===== config.mk =====
export PLATFORM = sky130hd
export DESIGN_NAME = cell_balance_control
export DESIGN_NICKNAME = d
export VERILOG_FILES = /design/src/design/cell_balance_pkg.sv /design/src/design/balance_timebase.sv /design/src/design/cell_balance_control.sv
export VERILOG_INCLUDE_DIRS = /design/src /design/src/design
export SDC_FILE = /design/constraint.sdc
export NUM_CORES = 1
export LEC_CHECK = 0
export ABC_AREA = 1
export BUFFER_PORTS_ARGS = -buffer_cell sky130_fd_sc_hd__buf_2
export CAP_MARGIN = 15
export CORE_UTILIZATION = 50
export CTS_BUF_LIST = sky130_fd_sc_hd__clkbuf_8
export DETAILED_ROUTE_END_ITERATION = 10
export GPL_ROUTABILITY_DRIVEN = 0
export PLACE_DENSITY = 0.71
export SYNTH_ARGS = -nofsm -noshare
export SYNTH_HDL_FRONTEND = slang
export SYNTH_SLANG_ARGS = --single-unit

===== constraint.sdc =====
create_clock -name pclk -period 2.7 [get_ports pclk]
set_input_delay 0.135 -clock pclk [delete_from_list [all_inputs] [get_ports pclk]]
set_output_delay 0.135 -clock pclk [all_outputs]
set_load 0.02 [all_outputs]

===== src/design/cell_balance_map.svh =====
// Purpose: Register offsets, field codes and timing counts for the cell balance block
// Assumes: 32-bit APB, byte addresses, pclk at 40 MHz
// Notes:   Definitions only
`ifndef CELL_BALANCE_MAP_SVH
`define CELL_BALANCE_MAP_SVH

// ----------------------------------------
// Register map
// ----------------------------------------
`define BAL_CTRL_ADDR 12'h080
`define BAL_STATUS_ADDR 12'h084
`define BAL_CTRL_RESET 14'h0000
`define BAL_STATE_LSB 14
`define BAL_UNIT_LSB 12

// ----------------------------------------
// Field codes
// ----------------------------------------
`define MODE_DISABLED 3'h0
`define MODE_DISCHARGE 3'h1
`define MODE_MAN_SEC 3'h2
`define MODE_MAN_MIN 3'h3
`define MODE_AUTO_IND_SEC 3'h4
`define MODE_AUTO_GRP_SEC 3'h6
`define STATE_OFF 2'h0
`define STATE_ACTIVE 2'h1
`define STATE_DONE 2'h2
`define STATE_HALT 2'h3
`define HOLD_NONE 2'h0
`define HOLD_OP 2'h1
`define HOLD_EXT 2'h2
`define HOLD_KEEP 2'h3
`define UNIT_NONE 2'h0
`define UNIT_SEC 2'h1
`define UNIT_MIN 2'h2
`define UNIT_HOUR 2'h3
`define MEAS_CHECK 2'h3
`define EXPIRY_INFINITE 10'h3FF
`define SETTLE_SCANS 5'h10

// ----------------------------------------
// Timing
// ----------------------------------------
`define PCLK_PERIOD_NS 25
`define SECOND_NS 1000000000
`define SEC_CYCLES (`SECOND_NS / `PCLK_PERIOD_NS)
`define HOLD_MIN_MINUTES 5
`define HOLD_MIN_S (`HOLD_MIN_MINUTES * 60)

`endif


===== src/design/cell_balance_pkg.sv =====
// Purpose: Types shared by the cell balance block
// Assumes: Nothing beyond the map header
// Notes:   Control word layout matches register bits 13:0
package cell_balance_pkg;

    typedef struct packed {
        logic [2:0] balance_mode_sel;
        logic filter_init_req;
        logic [1:0] shutdown_hold_sel;
        logic [3:0] balance_duty;
        logic done_alert_en;
        logic thermal_exit_en;
        logic [1:0] embedded_meas_en;
    } ctrl_t;

    typedef struct packed {
        logic sec;
        logic min;
        logic hour;
    } tick_t;

    typedef enum logic [1:0] {RUN_IDLE, RUN_ACTIVE, RUN_HOLD} run_state_t;

endpackage : cell_balance_pkg


===== src/design/balance_timebase.sv =====
// Purpose: Second, minute and hour ticks for the balance timer
// Assumes: restart realigns all counters
// Notes:   Ticks are one-cycle pulses
`timescale 1ns/1ps
`include "cell_balance_map.svh"
module balance_timebase
    import cell_balance_pkg::*;
#(
    parameter int SEC_CYCLES = `SEC_CYCLES
)
(
    input wire logic pclk,     // Clock
    input wire logic presetn,  // Async reset, active low
    input wire logic restart,  // Realign to zero
    output tick_t tick         // Unit pulses
);
    logic [25:0] cyc;
    logic [5:0] secs;
    logic [5:0] mins;
    logic sec_end;
    logic min_end;

    assign sec_end = (cyc == 26'(SEC_CYCLES - 1));
    assign min_end = sec_end && (secs == 6'h3B);

    always_ff @(posedge pclk or negedge presetn)
    begin
        if (!presetn)
        begin
            cyc <= 26'h0000000;
            secs <= 6'h00;
            mins <= 6'h00;
            tick <= '0;
        end
        else if (restart)
        begin
            cyc <= 26'h0000000;
            secs <= 6'h00;
            mins <= 6'h00;
            tick <= '0;
        end
        else
        begin
            cyc <= sec_end ? 26'h0000000 : cyc + 26'h0000001;
            if (sec_end)
                secs <= (secs == 6'h3B) ? 6'h00 : secs + 6'h01;
            if (min_end)
                mins <= (mins == 6'h3B) ? 6'h00 : mins + 6'h01;
            tick.sec <= sec_end;
            tick.min <= min_end;
            tick.hour <= min_end && (mins == 6'h3B);
        end
    end

endmodule : balance_timebase


===== src/design/cell_balance_control.sv =====
// Purpose: Balance control register and mode sequencer behind APB
// Assumes: Timeout and calibration exits and scan strobes come from logic on pclk
// Notes:   Zero-wait APB slave, unmapped addresses answer pslverr
//
// How it works
// - Starting write clears timer and launches mode
// - State 00 disabled, 01 active
// - Normal end sets state 10
// - Unexpected stop sets state 11
// - Modes 000-011: off, discharge, manual
// - Modes 1xx: automatic individual or group
// - Init request restarts filter on first scan when measurement field is 1x
// - Sixteen scans without threshold checks after init
// - Hold 01 keeps shutdown high during discharge or automatic operation
// - Hold 10 adds max of 5min, expiry/16, after discharge or automatic modes
// - Hold 11 keeps shutdown high until removed, once set by discharge or automatic operation
// - Duty field sets active slots per period
// - Done enable gates completion into summary
// - Thermal enable lets temperature alert halt
// - Measurement field enables measurements and checks
// - Cells below threshold suspended in automatic
// - Measurement requested after each even/odd pair in discharge or automatic modes
// - Status clears only on disable or start
//
// The APB register port is this design's own decision.
`timescale 1ns/1ps
`include "cell_balance_map.svh"
module cell_balance_control
    import cell_balance_pkg::*;
#(
    parameter int SEC_CYCLES = `SEC_CYCLES,
    parameter int SLOT_CYCLES = 256,
    parameter int NOL_CYCLES = 8
)
(
    input wire logic pclk,                   // Clock, 40 MHz
    input wire logic presetn,                // Async reset, active low
    input wire logic psel,                   // APB select
    input wire logic penable,                // APB enable
    input wire logic pwrite,                 // APB direction
    input wire logic [11:0] paddr,           // APB byte address
    input wire logic [31:0] pwdata,          // APB write data
    output logic [31:0] prdata,              // APB read data
    output logic pready,                     // APB ready
    output logic pslverr,                    // APB error
    input wire logic temperature_alert,      // Pin, asynchronous
    input wire logic timeout_alert,          // Pulse, timeout exit
    input wire logic cal_fault_alert,        // Pulse, calibration fault
    input wire logic scan_done,              // Pulse, measurement scan ended
    input wire logic [9:0] balance_expiry,   // Governing expiry
    input wire logic [9:0] max_expiry,       // Largest expiry interval
    input wire logic [13:0] cell_below_uv,   // Per cell under threshold
    output logic [13:0] cell_switch_en,      // Balance switch drive
    output logic shutdown_line,              // Shutdown hold drive
    output logic filter_init,                // Filter restart request
    output logic uv_check_en,                // Threshold checking live
    output logic meas_request,               // Pulse, supervisory measurement
    output logic completion_alert,           // Sticky normal completion
    output logic balance_alert_summary       // Summary alert
);
    // ----------------------------------------
    // Helpers
    // ----------------------------------------
    function automatic logic [1:0] unit_of(input logic [2:0] m);
        case (m)
            `MODE_DISABLED: unit_of = `UNIT_NONE;
            `MODE_DISCHARGE: unit_of = `UNIT_HOUR;
            `MODE_MAN_SEC, `MODE_AUTO_IND_SEC, `MODE_AUTO_GRP_SEC: unit_of = `UNIT_SEC;
            default: unit_of = `UNIT_MIN;
        endcase
    endfunction : unit_of

    function automatic logic is_automated(input logic [2:0] m);
        is_automated = m[2] || (m == `MODE_DISCHARGE);
    endfunction : is_automated

    // Extension in seconds; hours scale by 3600/16 = 225
    function automatic logic [17:0] hold_ext_s(input logic [1:0] u, input logic [9:0] e);
        logic [17:0] s;
        case (u)
            `UNIT_SEC: s = 18'(e) >> 4;
            `UNIT_MIN: s = (18'(e) * 18'h0003C) >> 4;
            default: s = 18'(e) * 18'h000E1;
        endcase
        hold_ext_s = (s > 18'(`HOLD_MIN_S)) ? s : 18'(`HOLD_MIN_S);
    endfunction : hold_ext_s

    // ----------------------------------------
    // Declarations
    // ----------------------------------------
    ctrl_t ctrl;
    tick_t tick;
    run_state_t run;
    logic [1:0] balance_state;
    logic [9:0] balance_elapsed_timer;
    logic [17:0] hold_left;
    logic [4:0] settle;
    logic [2:0] temp_sync;
    logic temp_level;
    logic keep_latch;
    logic [15:0] slot_cnt;
    logic [3:0] slot_idx;
    logic phase;
    logic access;
    logic wr_ctrl;
    logic start;
    logic stop_wr;
    logic unit_tick;
    logic abnormal;
    logic normal;
    logic duty_on;
    logic pair_end;
    logic [1:0] unit;

    assign access = psel && penable && pready;
    assign wr_ctrl = access && pwrite && (paddr == `BAL_CTRL_ADDR);
    assign start = wr_ctrl && (pwdata[13:11] != `MODE_DISABLED);
    assign stop_wr = wr_ctrl && (pwdata[13:11] == `MODE_DISABLED);
    assign unit = unit_of(ctrl.balance_mode_sel);
    assign unit_tick = (unit == `UNIT_SEC) ? tick.sec : (unit == `UNIT_MIN) ? tick.min : tick.hour;
    assign abnormal = (temp_level && ctrl.thermal_exit_en) || timeout_alert || cal_fault_alert;
    assign normal = ((balance_expiry != `EXPIRY_INFINITE) && (balance_elapsed_timer >= balance_expiry))
        || (ctrl.balance_mode_sel[2] && uv_check_en && (&cell_below_uv));
    assign duty_on = (slot_idx <= ctrl.balance_duty)
        && !(slot_idx == 4'h0 && slot_cnt < 16'(NOL_CYCLES));
    assign pair_end = phase && (slot_idx == 4'hF) && (slot_cnt == 16'(SLOT_CYCLES - 1));

    balance_timebase #(.SEC_CYCLES(SEC_CYCLES)) u_timebase (
        .pclk(pclk),
        .presetn(presetn),
        .restart(start),
        .tick(tick)
    );

    // ----------------------------------------
    // APB slave
    // ----------------------------------------
    always_ff @(posedge pclk or negedge presetn)
    begin
        if (!presetn)
        begin
            pready <= 1'b0;
            pslverr <= 1'b0;
            prdata <= 32'h00000000;
        end
        else
        begin
            pready <= psel && !penable;
            pslverr <= psel && !penable && (paddr != `BAL_CTRL_ADDR) && (paddr != `BAL_STATUS_ADDR);
            if (psel && !penable && !pwrite && paddr == `BAL_CTRL_ADDR)
                prdata <= {16'h0000, balance_state, ctrl};
            else if (psel && !penable && !pwrite && paddr == `BAL_STATUS_ADDR)
                prdata <= {16'h0000, balance_state, unit, 2'h0, balance_elapsed_timer};
            else
                prdata <= 32'h00000000;
        end
    end

    always_ff @(posedge pclk or negedge presetn)
    begin
        if (!presetn)
            ctrl <= `BAL_CTRL_RESET;
        else if (wr_ctrl)
            ctrl <= pwdata[13:0];
    end

    // ----------------------------------------
    // Temperature alert pin
    // ----------------------------------------
    // Level moves only when stages two and three agree
    always_ff @(posedge pclk or negedge presetn)
    begin
        if (!presetn)
        begin
            temp_sync <= 3'h0;
            temp_level <= 1'b0;
        end
        else
        begin
            temp_sync <= {temp_sync[1:0], temperature_alert};
            if (temp_sync[1] == temp_sync[2])
                temp_level <= temp_sync[2];
        end
    end

    // ----------------------------------------
    // Sequencer
    // ----------------------------------------
    always_ff @(posedge pclk or negedge presetn)
    begin
        if (!presetn)
        begin
            run <= RUN_IDLE;
            balance_state <= `STATE_OFF;
            hold_left <= 18'h00000;
        end
        else if (start)
        begin
            run <= RUN_ACTIVE;
            balance_state <= `STATE_ACTIVE;
        end
        else if (stop_wr)
        begin
            run <= RUN_IDLE;
            balance_state <= `STATE_OFF;
        end
        else
        begin
            case (run)
                RUN_ACTIVE:
                begin
                    if (abnormal || normal)
                    begin
                        balance_state <= abnormal ? `STATE_HALT : `STATE_DONE;
                        hold_left <= hold_ext_s(unit, max_expiry);
                        run <= (ctrl.shutdown_hold_sel == `HOLD_EXT && is_automated(ctrl.balance_mode_sel))
                            ? RUN_HOLD : RUN_IDLE;
                    end
                end
                RUN_HOLD:
                begin
                    if (hold_left == 18'h00000)
                        run <= RUN_IDLE;
                    else if (tick.sec)
                        hold_left <= hold_left - 18'h00001;
                end
                default:
                    run <= RUN_IDLE;
            endcase
        end
    end

    always_ff @(posedge pclk or negedge presetn)
    begin
        if (!presetn)
            balance_elapsed_timer <= 10'h000;
        else if (start)
            balance_elapsed_timer <= 10'h000;
        else if (run == RUN_ACTIVE && unit_tick)
            balance_elapsed_timer <= balance_elapsed_timer + 10'h001;
    end

    // ----------------------------------------
    // Duty slots and measurement requests
    // ----------------------------------------
    always_ff @(posedge pclk or negedge presetn)
    begin
        if (!presetn)
        begin
            slot_cnt <= 16'h0000;
            slot_idx <= 4'h0;
            phase <= 1'b0;
            meas_request <= 1'b0;
        end
        else if (run != RUN_ACTIVE || start)
        begin
            slot_cnt <= 16'h0000;
            slot_idx <= 4'h0;
            phase <= 1'b0;
            meas_request <= 1'b0;
        end
        else
        begin
            if (slot_cnt == 16'(SLOT_CYCLES - 1))
            begin
                slot_cnt <= 16'h0000;
                slot_idx <= slot_idx + 4'h1;
                if (slot_idx == 4'hF)
                    phase <= !phase;
            end
            else
                slot_cnt <= slot_cnt + 16'h0001;
            meas_request <= pair_end && is_automated(ctrl.balance_mode_sel)
                && ctrl.embedded_meas_en[1];
        end
    end

    always_ff @(posedge pclk or negedge presetn)
    begin
        if (!presetn)
            cell_switch_en <= 14'h0000;
        else
        begin
            for (int i = 0; i < 14; i++)
                cell_switch_en[i] <= (run == RUN_ACTIVE) && !start && duty_on && (phase == i[0])
                    && !(ctrl.balance_mode_sel[2] && uv_check_en && cell_below_uv[i]);
        end
    end

    // ----------------------------------------
    // Filter settling and threshold checks
    // ----------------------------------------
    always_ff @(posedge pclk or negedge presetn)
    begin
        if (!presetn)
        begin
            filter_init <= 1'b0;
            settle <= 5'h00;
            uv_check_en <= 1'b0;
        end
        else if (start)
        begin
            filter_init <= pwdata[10] && pwdata[1];
            settle <= pwdata[10] ? `SETTLE_SCANS : 5'h00;
            uv_check_en <= 1'b0;
        end
        else
        begin
            if (scan_done)
            begin
                filter_init <= 1'b0;
                if (settle != 5'h00)
                    settle <= settle - 5'h01;
            end
            uv_check_en <= (run == RUN_ACTIVE) && !stop_wr && (ctrl.embedded_meas_en == `MEAS_CHECK)
                && (settle == 5'h00);
        end
    end

    // ----------------------------------------
    // Shutdown hold and alerts
    // ----------------------------------------
    always_ff @(posedge pclk or negedge presetn)
    begin
        if (!presetn)
        begin
            keep_latch <= 1'b0;
            shutdown_line <= 1'b0;
        end
        else
        begin
            if (ctrl.shutdown_hold_sel != `HOLD_KEEP)
                keep_latch <= 1'b0;
            else if (run == RUN_ACTIVE && is_automated(ctrl.balance_mode_sel))
                keep_latch <= 1'b1;
            shutdown_line <= (run == RUN_ACTIVE && is_automated(ctrl.balance_mode_sel)
                && ctrl.shutdown_hold_sel != `HOLD_NONE)
                || run == RUN_HOLD || (keep_latch && ctrl.shutdown_hold_sel == `HOLD_KEEP);
        end
    end

    always_ff @(posedge pclk or negedge presetn)
    begin
        if (!presetn)
        begin
            completion_alert <= 1'b0;
            balance_alert_summary <= 1'b0;
        end
        else
        begin
            if (run == RUN_ACTIVE && !abnormal && normal && !wr_ctrl)
                completion_alert <= 1'b1;
            else if (wr_ctrl)
                completion_alert <= 1'b0;
            balance_alert_summary <= (completion_alert && ctrl.done_alert_en)
                || (balance_state == `STATE_HALT);
        end
    end
endmodule : cell_balance_control


==> results of run 1 <==
[critical path: stages]
cell and delay [ps]:
buf_12 90, inv_12 30, fa_1 560, inv_1 50, ha_1 280, inv_2 40, fa_1 510, inv_2 50
ha_4 260, ha_4 200, nand2_2 90, nand2_2 60, nand2_2 70, nand3_2 120, nand2_2 130, nand2_2 70
o21ai_2 160, nor2_1 60, nor2_1 110, nand3_2 180, o21bai_1 200, a21oi_1 80
[path summary, 6_finish.rpt]
kind | end | startpoint | depth (start not counted) | slack, ps
max in group asynchronous | slot_cnt[0]$_DFF_PN0_ | presetn | 3 | 1680
min in group asynchronous | u_timebase.cyc[23]$_DFF_PN0_ | presetn | 2 | 210
max reg2reg | hold_left[13]$_DFFE_PN0P_ | balance_elapsed_timer[9]$_DFFE_PN0P_ | 10 | 110
max | hold_left[7]$_DFFE_PN0P_ | max_expiry[4] | 22 | -520
min | balance_state[1]$_DFFE_PN0P_ | paddr[2] | 3 | 50
min reg2reg | temp_sync[1]$_DFF_PN0_ | temp_sync[0]$_DFF_PN0_ | 0 | 360
[stage by stage]
stage               area, sq um  setup WS [ps]
floorplan                 10600           -587
global placement          11900           -939
detailed placement        11900          -1060
CTS                       12900           -426
global route              13000           -644
finish                    13000           -520
[synthesized netlist by cell type, types with 10 or more instances]
cell type and n:
a21oi_1 76, buf_4 20, dfrtp_1 156, fa_1 21, ha_1 76, inv_1 210, nand2_1 263, nand3_1 74
nand4_1 32, nor2_1 135, nor3_1 21, nor3_2 10, nor4_1 10, o21ai_0 56, o21ai_1 13, o22ai_1 16
xor2_1 20
[cell type report]
class	count	area [sq um]
clock buffer	17	234
fill	1739	7340
inverter	221	851
multi-input combinational	935	5850
clock inverter	14	138
timing repair buffer	242	1720
sequential	156	3900
tap	270	338
[routing by layer]
layer  share of wire  up-vias  GRT usage  routed length (um)
li1                -     4798          -                   -
met1            0.44     4599      0.341               12100
met2            0.47      285      0.449               13000
met3           0.045       71     0.0394                1240
met4           0.038        0      0.116                1030
met5               0        -          0                   0
[registers in the layout (all words and copies together), names as in the netlist, 2 cells and up]
| name | cells |
|---|---|
| balance_state | 2 |
| ctrl | 14 |
| slot_idx | 4 |
| prdata | 16 |
| hold_left | 18 |
| run | 2 |
| slot_cnt | 16 |
| u_timebase.cyc | 26 |
| u_timebase.mins | 6 |
| temp_sync | 3 |
| u_timebase.secs | 6 |
| u_timebase.tick | 3 |
| balance_elapsed_timer | 10 |
| cell_switch_en | 14 |
| settle | 5 |
[power by group through the flow]
stage	Combinational [mW]	Clock (mW)	Sequential [mW]
3_3_place_gp	2.20	0	2.55
3_5_place_dp	2.25	0	2.55
6_report	2.57	1.66	2.51
5_1_grt	2.88	1.80	2.52
4_1_cts	2.42	1.70	2.51
2_1_floorplan	1.40	0	2.54
[kinds of logic after synthesis]
group           after synthesis  share of synthesized area
flops                       156                      0.373
other cells                   1                   0.000358
simple gates                593                      0.261
buf+inv                     255                      0.101
xor+xnor                     29                     0.0243
compound gates              199                      0.108
fa+ha+maj                    98                      0.132
[what timing repair did]
| item | 4_1_cts | 5_1_grt |
|---|---|---|
| resized for setup | 54 | 31 |
| endpoints found under the setup margin | 18 | 18 |
| hold buffers | 33 | 0 |
| pin swaps | 45 | 29 |
| hold endpoints to repair | 79 | 0 |
| buffers inserted | 14 | 4 |
==> results.md, run 1 <==
* Result of the run: finished with violations
* Violated checks: setup timing
* Clock latency reported for the late side of the worst-skew pair at 470 ps
* Top_reg_cell synth: dfrtp_1
* Number of register bits inferred by synthesis at about 160
* Total track usage at 0.267
* Worst slew margin relative to its limit at 0.529
* Share of synthesized area occupied by flip-flops and latches at 0.373
* Wirelength per Cell at between 10 and 15 um
* Vias in the first global route at ~9.6k
* HP Class: in -> reg
* Final setup slack of the worst path at -520 ps
* Worst IR drop on VDD at 390 uV
* Clk sink count at between 150 and 200
* Pin count of the biggest net entering global routing at 85
* Yosys cell types at 55
* Overall die height at between 100 and 150 um
* Final cycle utilization of the critical path at 1.19
* Critical path required time at 3060 ps
* Setup Viol. Count Final at 18
* Number of design-rule violations left by the first detailed-router iteration at slightly below 600
* CTS tree: yes
* Overall routed net length at ~27 mm
* Number of warnings reported in the yosys synthesis log at 0
* Wire length of the first global-routing pass at between 40 and 50 mm
* Area share of the largest cell type after synthesis at 0.373
* Count of endpoints failing hold in the final timing report at 0
* Total net switching power at roughly 2.4 mW
* EDFF count, synth at 0
* Num CTS Buffers at 17
* DRT antenna net count at 0
* Share of final-layout standard cells stronger than drive strength 1 at 0.229
* Post-layout min period at 3220 ps
* Count of input and output buffers at around 110
* Overflow left after global routing at 0
* Critical path type: in -> reg
* Detailed-route DRC error count at 0
* Kind of end point of the critical path: flip-flop
* Most frequent cells in the layout: 245 x nand2_1, 200 x inv_1, 156 x dfrtp_1
* Cell chosen for the clock root: clkbuf_8
* Final Total Pwr at ~6.7 mW
* H-tree depth reported by CTS at 4
* Largest buffer count on any clock path at 2
* Count of boundary I/O pins at around 140
* Power per unit of standard cell area at a little over 500 nW/um^2
* Sequential share of power at 0.372
* Post-synthesis average cell area at ~7.9 sq um
* Die Area at approximately 22000 sq um
* Starting utilization of the core area at 0.514
* HPWL Detailed at ~21 mm
* Ant. Diodes at 0
* Final core occ at 0.640
* Kind of start point of the critical path: primary input
* Data arrival at the endpoint of the critical path at about 3600 ps
* Setup TNS at -6880 ps
* Number of violations of the max-capacitance limit at 0
* Placed cell count at between 1.5k and 2k
* RSZ-0062 raised after global routing: yes
* Largest cells by area after synthesis: dfrtp_1 37%, nand2_1 9.4%, ha_1 9.1%, inv_1 7.5%, nor2_1 4.8%
* Cells after synthesis at between 1k and 1.5k
* Number of rows in the core area at 52
* Pin slew with the least headroom to its limit at approximately 700 ps
* Post-layout net count at about 1.8k
* Switching part of the total power at 0.359
* Area growth from synthesis to layout at 24.5%
* Most common library cell in the layout ignoring fill and taps: nand2_1
* Total internal power at around 4.3 mW
* Total leakage power at 6.68 nW
* Gate power share at 0.381
* Average vias per placed instance at roughly 5.3
* Share of power burned in the clock network at 0.247
* Number of search-and-repair iterations in the first detailed-routing pass at 7
* Maximum fanout along the worst path at 6
* Peak clock frequency supported by timing at ~310 MHz
* Die width at ~150 um
* Number of pins with negative max-slew slack in the final report at 0
* Hold Worst Slack at 47.8 ps
* Yosys top cell by area: dfrtp_1
* Synth async-reset ratio at 1.00
* Initial antenna violation count at 0
* Post-synthesis instance area at 10500 sq um
* Worst-path clk slew at 90 ps
* Non-Filler Instances at between 1.5k and 2k
* Via total after detailed routing at 9753
* Layout Skew at between 15 and 20 ps
* CORE AREA at 20400 sq um
Power figures use the tool's default switching activity.
==> inputs of run 2 (changes only) <==
--- a/config.mk
+++ b/config.mk
@@ -13,7 +13,8 @@
 export CTS_BUF_LIST = sky130_fd_sc_hd__clkbuf_8
 export DETAILED_ROUTE_END_ITERATION = 10
 export GPL_ROUTABILITY_DRIVEN = 0
-export PLACE_DENSITY = 0.71
+export PLACE_DENSITY = 0.67
+export SKIP_CTS_REPAIR_TIMING = 1
 export SYNTH_ARGS = -nofsm -noshare
 export SYNTH_HDL_FRONTEND = slang
 export SYNTH_SLANG_ARGS = --single-unit
==> results.md, run 2 (same netlist as run 1, synthesis figures left out) <==
* Busiest layer in global routing: met2 (unchanged)
* Wirelength per Cell at 14.6 um (was 14.8 um)
* Maximum fanout along the worst path at 6 (unchanged)
* Setup Viol. Count Final at 17 (was 18)
* Ant. Diodes at 0 (unchanged)
* Num CTS Buffers at 17 (unchanged)
* Post-layout net count at 1752 (was 1757)
* Average vias per placed instance at 5.16 (was 5.26)
* Layout Skew at 22.2 ps (was 19.0 ps)
* Overflow left after global routing at 0 (unchanged)
* Via total after detailed routing at 9558 (was 9753)
* Hold Worst Slack at 12.3 ps (was 47.8 ps)
* RSZ-0062 raised after global routing: yes (unchanged)
* Grt met3 use at 0.0366 (was 0.0394)
* Worst slew margin relative to its limit at 0.502 (was 0.529)
* Top register by number of flip-flops: u_timebase.cyc (unchanged)
* Vias in the first global route at 9062 (was 9554)
* Max reg flops at 26 (unchanged)
* Total of fill cells in the finished design at 1760 (was 1739)
* Detailed-route DRC error count at 0 (unchanged)
* Die Area at 21500 sq um (unchanged)
* Area of the multi-input gates at 5860 sq um (was 5850 sq um)
* Largest buffer count on any clock path at 2 (unchanged)
* Number of violations of the max-capacitance limit at 0 (unchanged)
* Dominant delay contributor by cell family on the critical path: adder cells (unchanged)
* Register Area at 3900 sq um (unchanged)
* Total track usage at 0.253 (was 0.267)
* Peak clock frequency supported by timing at 322 MHz (was 311 MHz)
* Count of endpoints failing hold in the final timing report at 0 (unchanged)
* Number of rows in the core area at 52 (unchanged)
* Clk sink count at 156 (unchanged)
* Starting utilization of the core area at 0.514 (unchanged)
* Number of pins with negative max-slew slack in the final report at 0 (unchanged)
* Share of final-layout standard cells stronger than drive strength 1 at 0.223 (was 0.229)
* R2R setup slack at 160 ps (was 110 ps)
* Most frequent cells in the layout: 253 x nand2_1, 200 x inv_1, 156 x dfrtp_1 (was 245 x nand2_1, 200 x inv_1, 156 x dfrtp_1)
* Worst IR drop on VDD at 393 uV (was 390 uV)
* Clock latency reported for the late side of the worst-skew pair at 480 ps (was 470 ps)
* Pin count of the biggest net entering global routing at 77 (was 85)
* Final cycle utilization of the critical path at 1.15 (was 1.19)
* Violated checks: setup timing (unchanged)
* H-tree depth reported by CTS at 4 (unchanged)
* Critical path type: in -> reg (unchanged)
* Wire length of the first global-routing pass at 43.3 mm (was 45.8 mm)
* CORE AREA at 20400 sq um (unchanged)
* Kind of end point of the critical path: flip-flop (unchanged)
* Final setup slack of the worst path at -408 ps (was -520 ps)
* HP Class: in -> reg (unchanged)
* Overall die height at 147 um (unchanged)
* CTS tree: yes (unchanged)
* Number of search-and-repair iterations in the first detailed-routing pass at 5 (was 7)
* Kind of start point of the critical path: primary input (unchanged)
* Data arrival at the endpoint of the critical path at 3470 ps (was 3580 ps)
* Count of boundary I/O pins at 141 (unchanged)
* Placed cell count at 1783 (was 1778)
* Die width at 147 um (unchanged)
* HPWL Detailed at 20.7 mm (was 20.6 mm)
* Non-Filler Instances at 1851 (was 1855)
* Post-route design area at 13000 sq um (about the same)
* Crit path max-delay cell type: fa_1 (unchanged)
* Result of the run: finished with violations (unchanged)
* Area growth from synthesis to layout at 24.2% (was 24.5%)
* Met2 global-route usage at 0.427 (was 0.449)
* Most common library cell in the layout ignoring fill and taps: nand2_1 (unchanged)
* Worst-path clk slew at 90 ps (about the same)
* Pin slew with the least headroom to its limit at 747 ps (was 697 ps)
* Buffer and inverter count on the worst path at 5 (unchanged)
* Post-layout min period at 3110 ps (was 3220 ps)
* Critical path required time at 3070 ps (was 3060 ps)
* Count of input and output buffers at 106 (unchanged)
* Crit path largest cell delay at 570 ps (was 560 ps)
* GRT met1 Usage at 0.335 (was 0.341)
* Power per unit of standard cell area at 526 nW/um^2 (was 517 nW/um^2)
* Overall routed net length at 27.1 mm (was 27.4 mm)
* Initial antenna violation count at 0 (unchanged)
* Post-placement setup slack at -1080 ps (was -1060 ps)
* Cell area reported after detailed placement at 12000 sq um (was 11900 sq um)
* Biggest regs: u_timebase.cyc (26), hold_left (18) (unchanged)
* Cell chosen for the clock root: clkbuf_8 (unchanged)
* Total leakage power at 6.65 nW (was 6.68 nW)
* DRT antenna net count at 0 (unchanged)
* Number of design-rule violations left by the first detailed-router iteration at 496 (was 577)
* Cell-by-cell listing of the critical path: buf_8 -> inv_6 -> fa_1 -> inv_2 -> ha_4 -> inv_2 -> fa_1 -> inv_2 -> ha_4 -> ha_4 -> nand2_2 -> nor2_2 -> nand2_1 -> nand3_2 -> nand3_1 -> a21oi_2 -> nor2_2 -> nor2_4 -> nand3_4 -> o21bai_1 -> a21oi_2 (was buf_12 -> inv_12 -> fa_1 -> inv_1 -> ha_1 -> inv_2 -> fa_1 -> inv_2 -> ha_4 -> ha_4 -> nand2_2 -> nand2_2 -> nand2_2 -> nand3_2 -> nand2_2 -> nand2_2 -> o21ai_2 -> nor2_1 -> nor2_1 -> nand3_2 -> o21bai_1 -> a21oi_1)
run 2: power by group:
part / internal [mW] / switching [mW] / total (mW)
clock: 0.717 / 1.03 / 1.75
combinational: 1.18 / 1.39 / 2.57
sequential: 2.43 / 0.0797 / 2.51
total: 4.33 / 2.50 / 6.83
run 2: layout make-up:
cell class              instances  share of cell area
clock buffers                  18              0.0191
multi-input cells             935               0.451
flip-flops and latches        156               0.300
repair buffers                237               0.127
well taps                     270              0.0260
clock inverters                14              0.0111
inverters                     221              0.0655
run 2: stage by stage:
step | utilization | total power, mW | setup TNS [ps]
after floorplan | - | 3.94 | -6910
after global placement | 0.588 | 4.79 | -14070
after detailed placement | 0.588 | 4.84 | -15680
after CTS | 0.607 | 6.59 | -6500
after global routing | 0.638 | 7.28 | -6850
final | 0.638 | 6.83 | -4850
run 2: per-layer routing:
layer	wire length, um	vias up
met3	884	46
met2	13100	215
met5	0	-
met1	12400	4519
li1	-	4778
met4	729	0
run 2: worst reg2reg max path: stages, from the launching register on:
cell	delay [ps]
dfrtp_1	440
ha_1	330
a21oi_1	150
o21a_1	130
nand4_1	90
o41ai_1	150
nand3_1	270
nand2_2	400
inv_2	240
o21ai_1	130
o21ai_1	80
run 2: path summary, 6_finish.rpt:
| kind | depth (start not counted) | to | from |
|---|---|---|---|
| worst max-delay path | 21 | hold_left[6]$_DFFE_PN0P_ | max_expiry[3] |
| worst max register to register | 10 | hold_left[13]$_DFFE_PN0P_ | balance_elapsed_timer[9]$_DFFE_PN0P_ |
| min in group asynchronous | 2 | u_timebase.cyc[25]$_DFF_PN0_ | presetn |
| worst min register to register | 0 | temp_sync[1]$_DFF_PN0_ | temp_sync[0]$_DFF_PN0_ |
| max in group asynchronous | 3 | hold_left[12]$_DFFE_PN0P_ | presetn |
| worst min-delay path | 5 | pslverr$_DFF_PN0_ | psel |
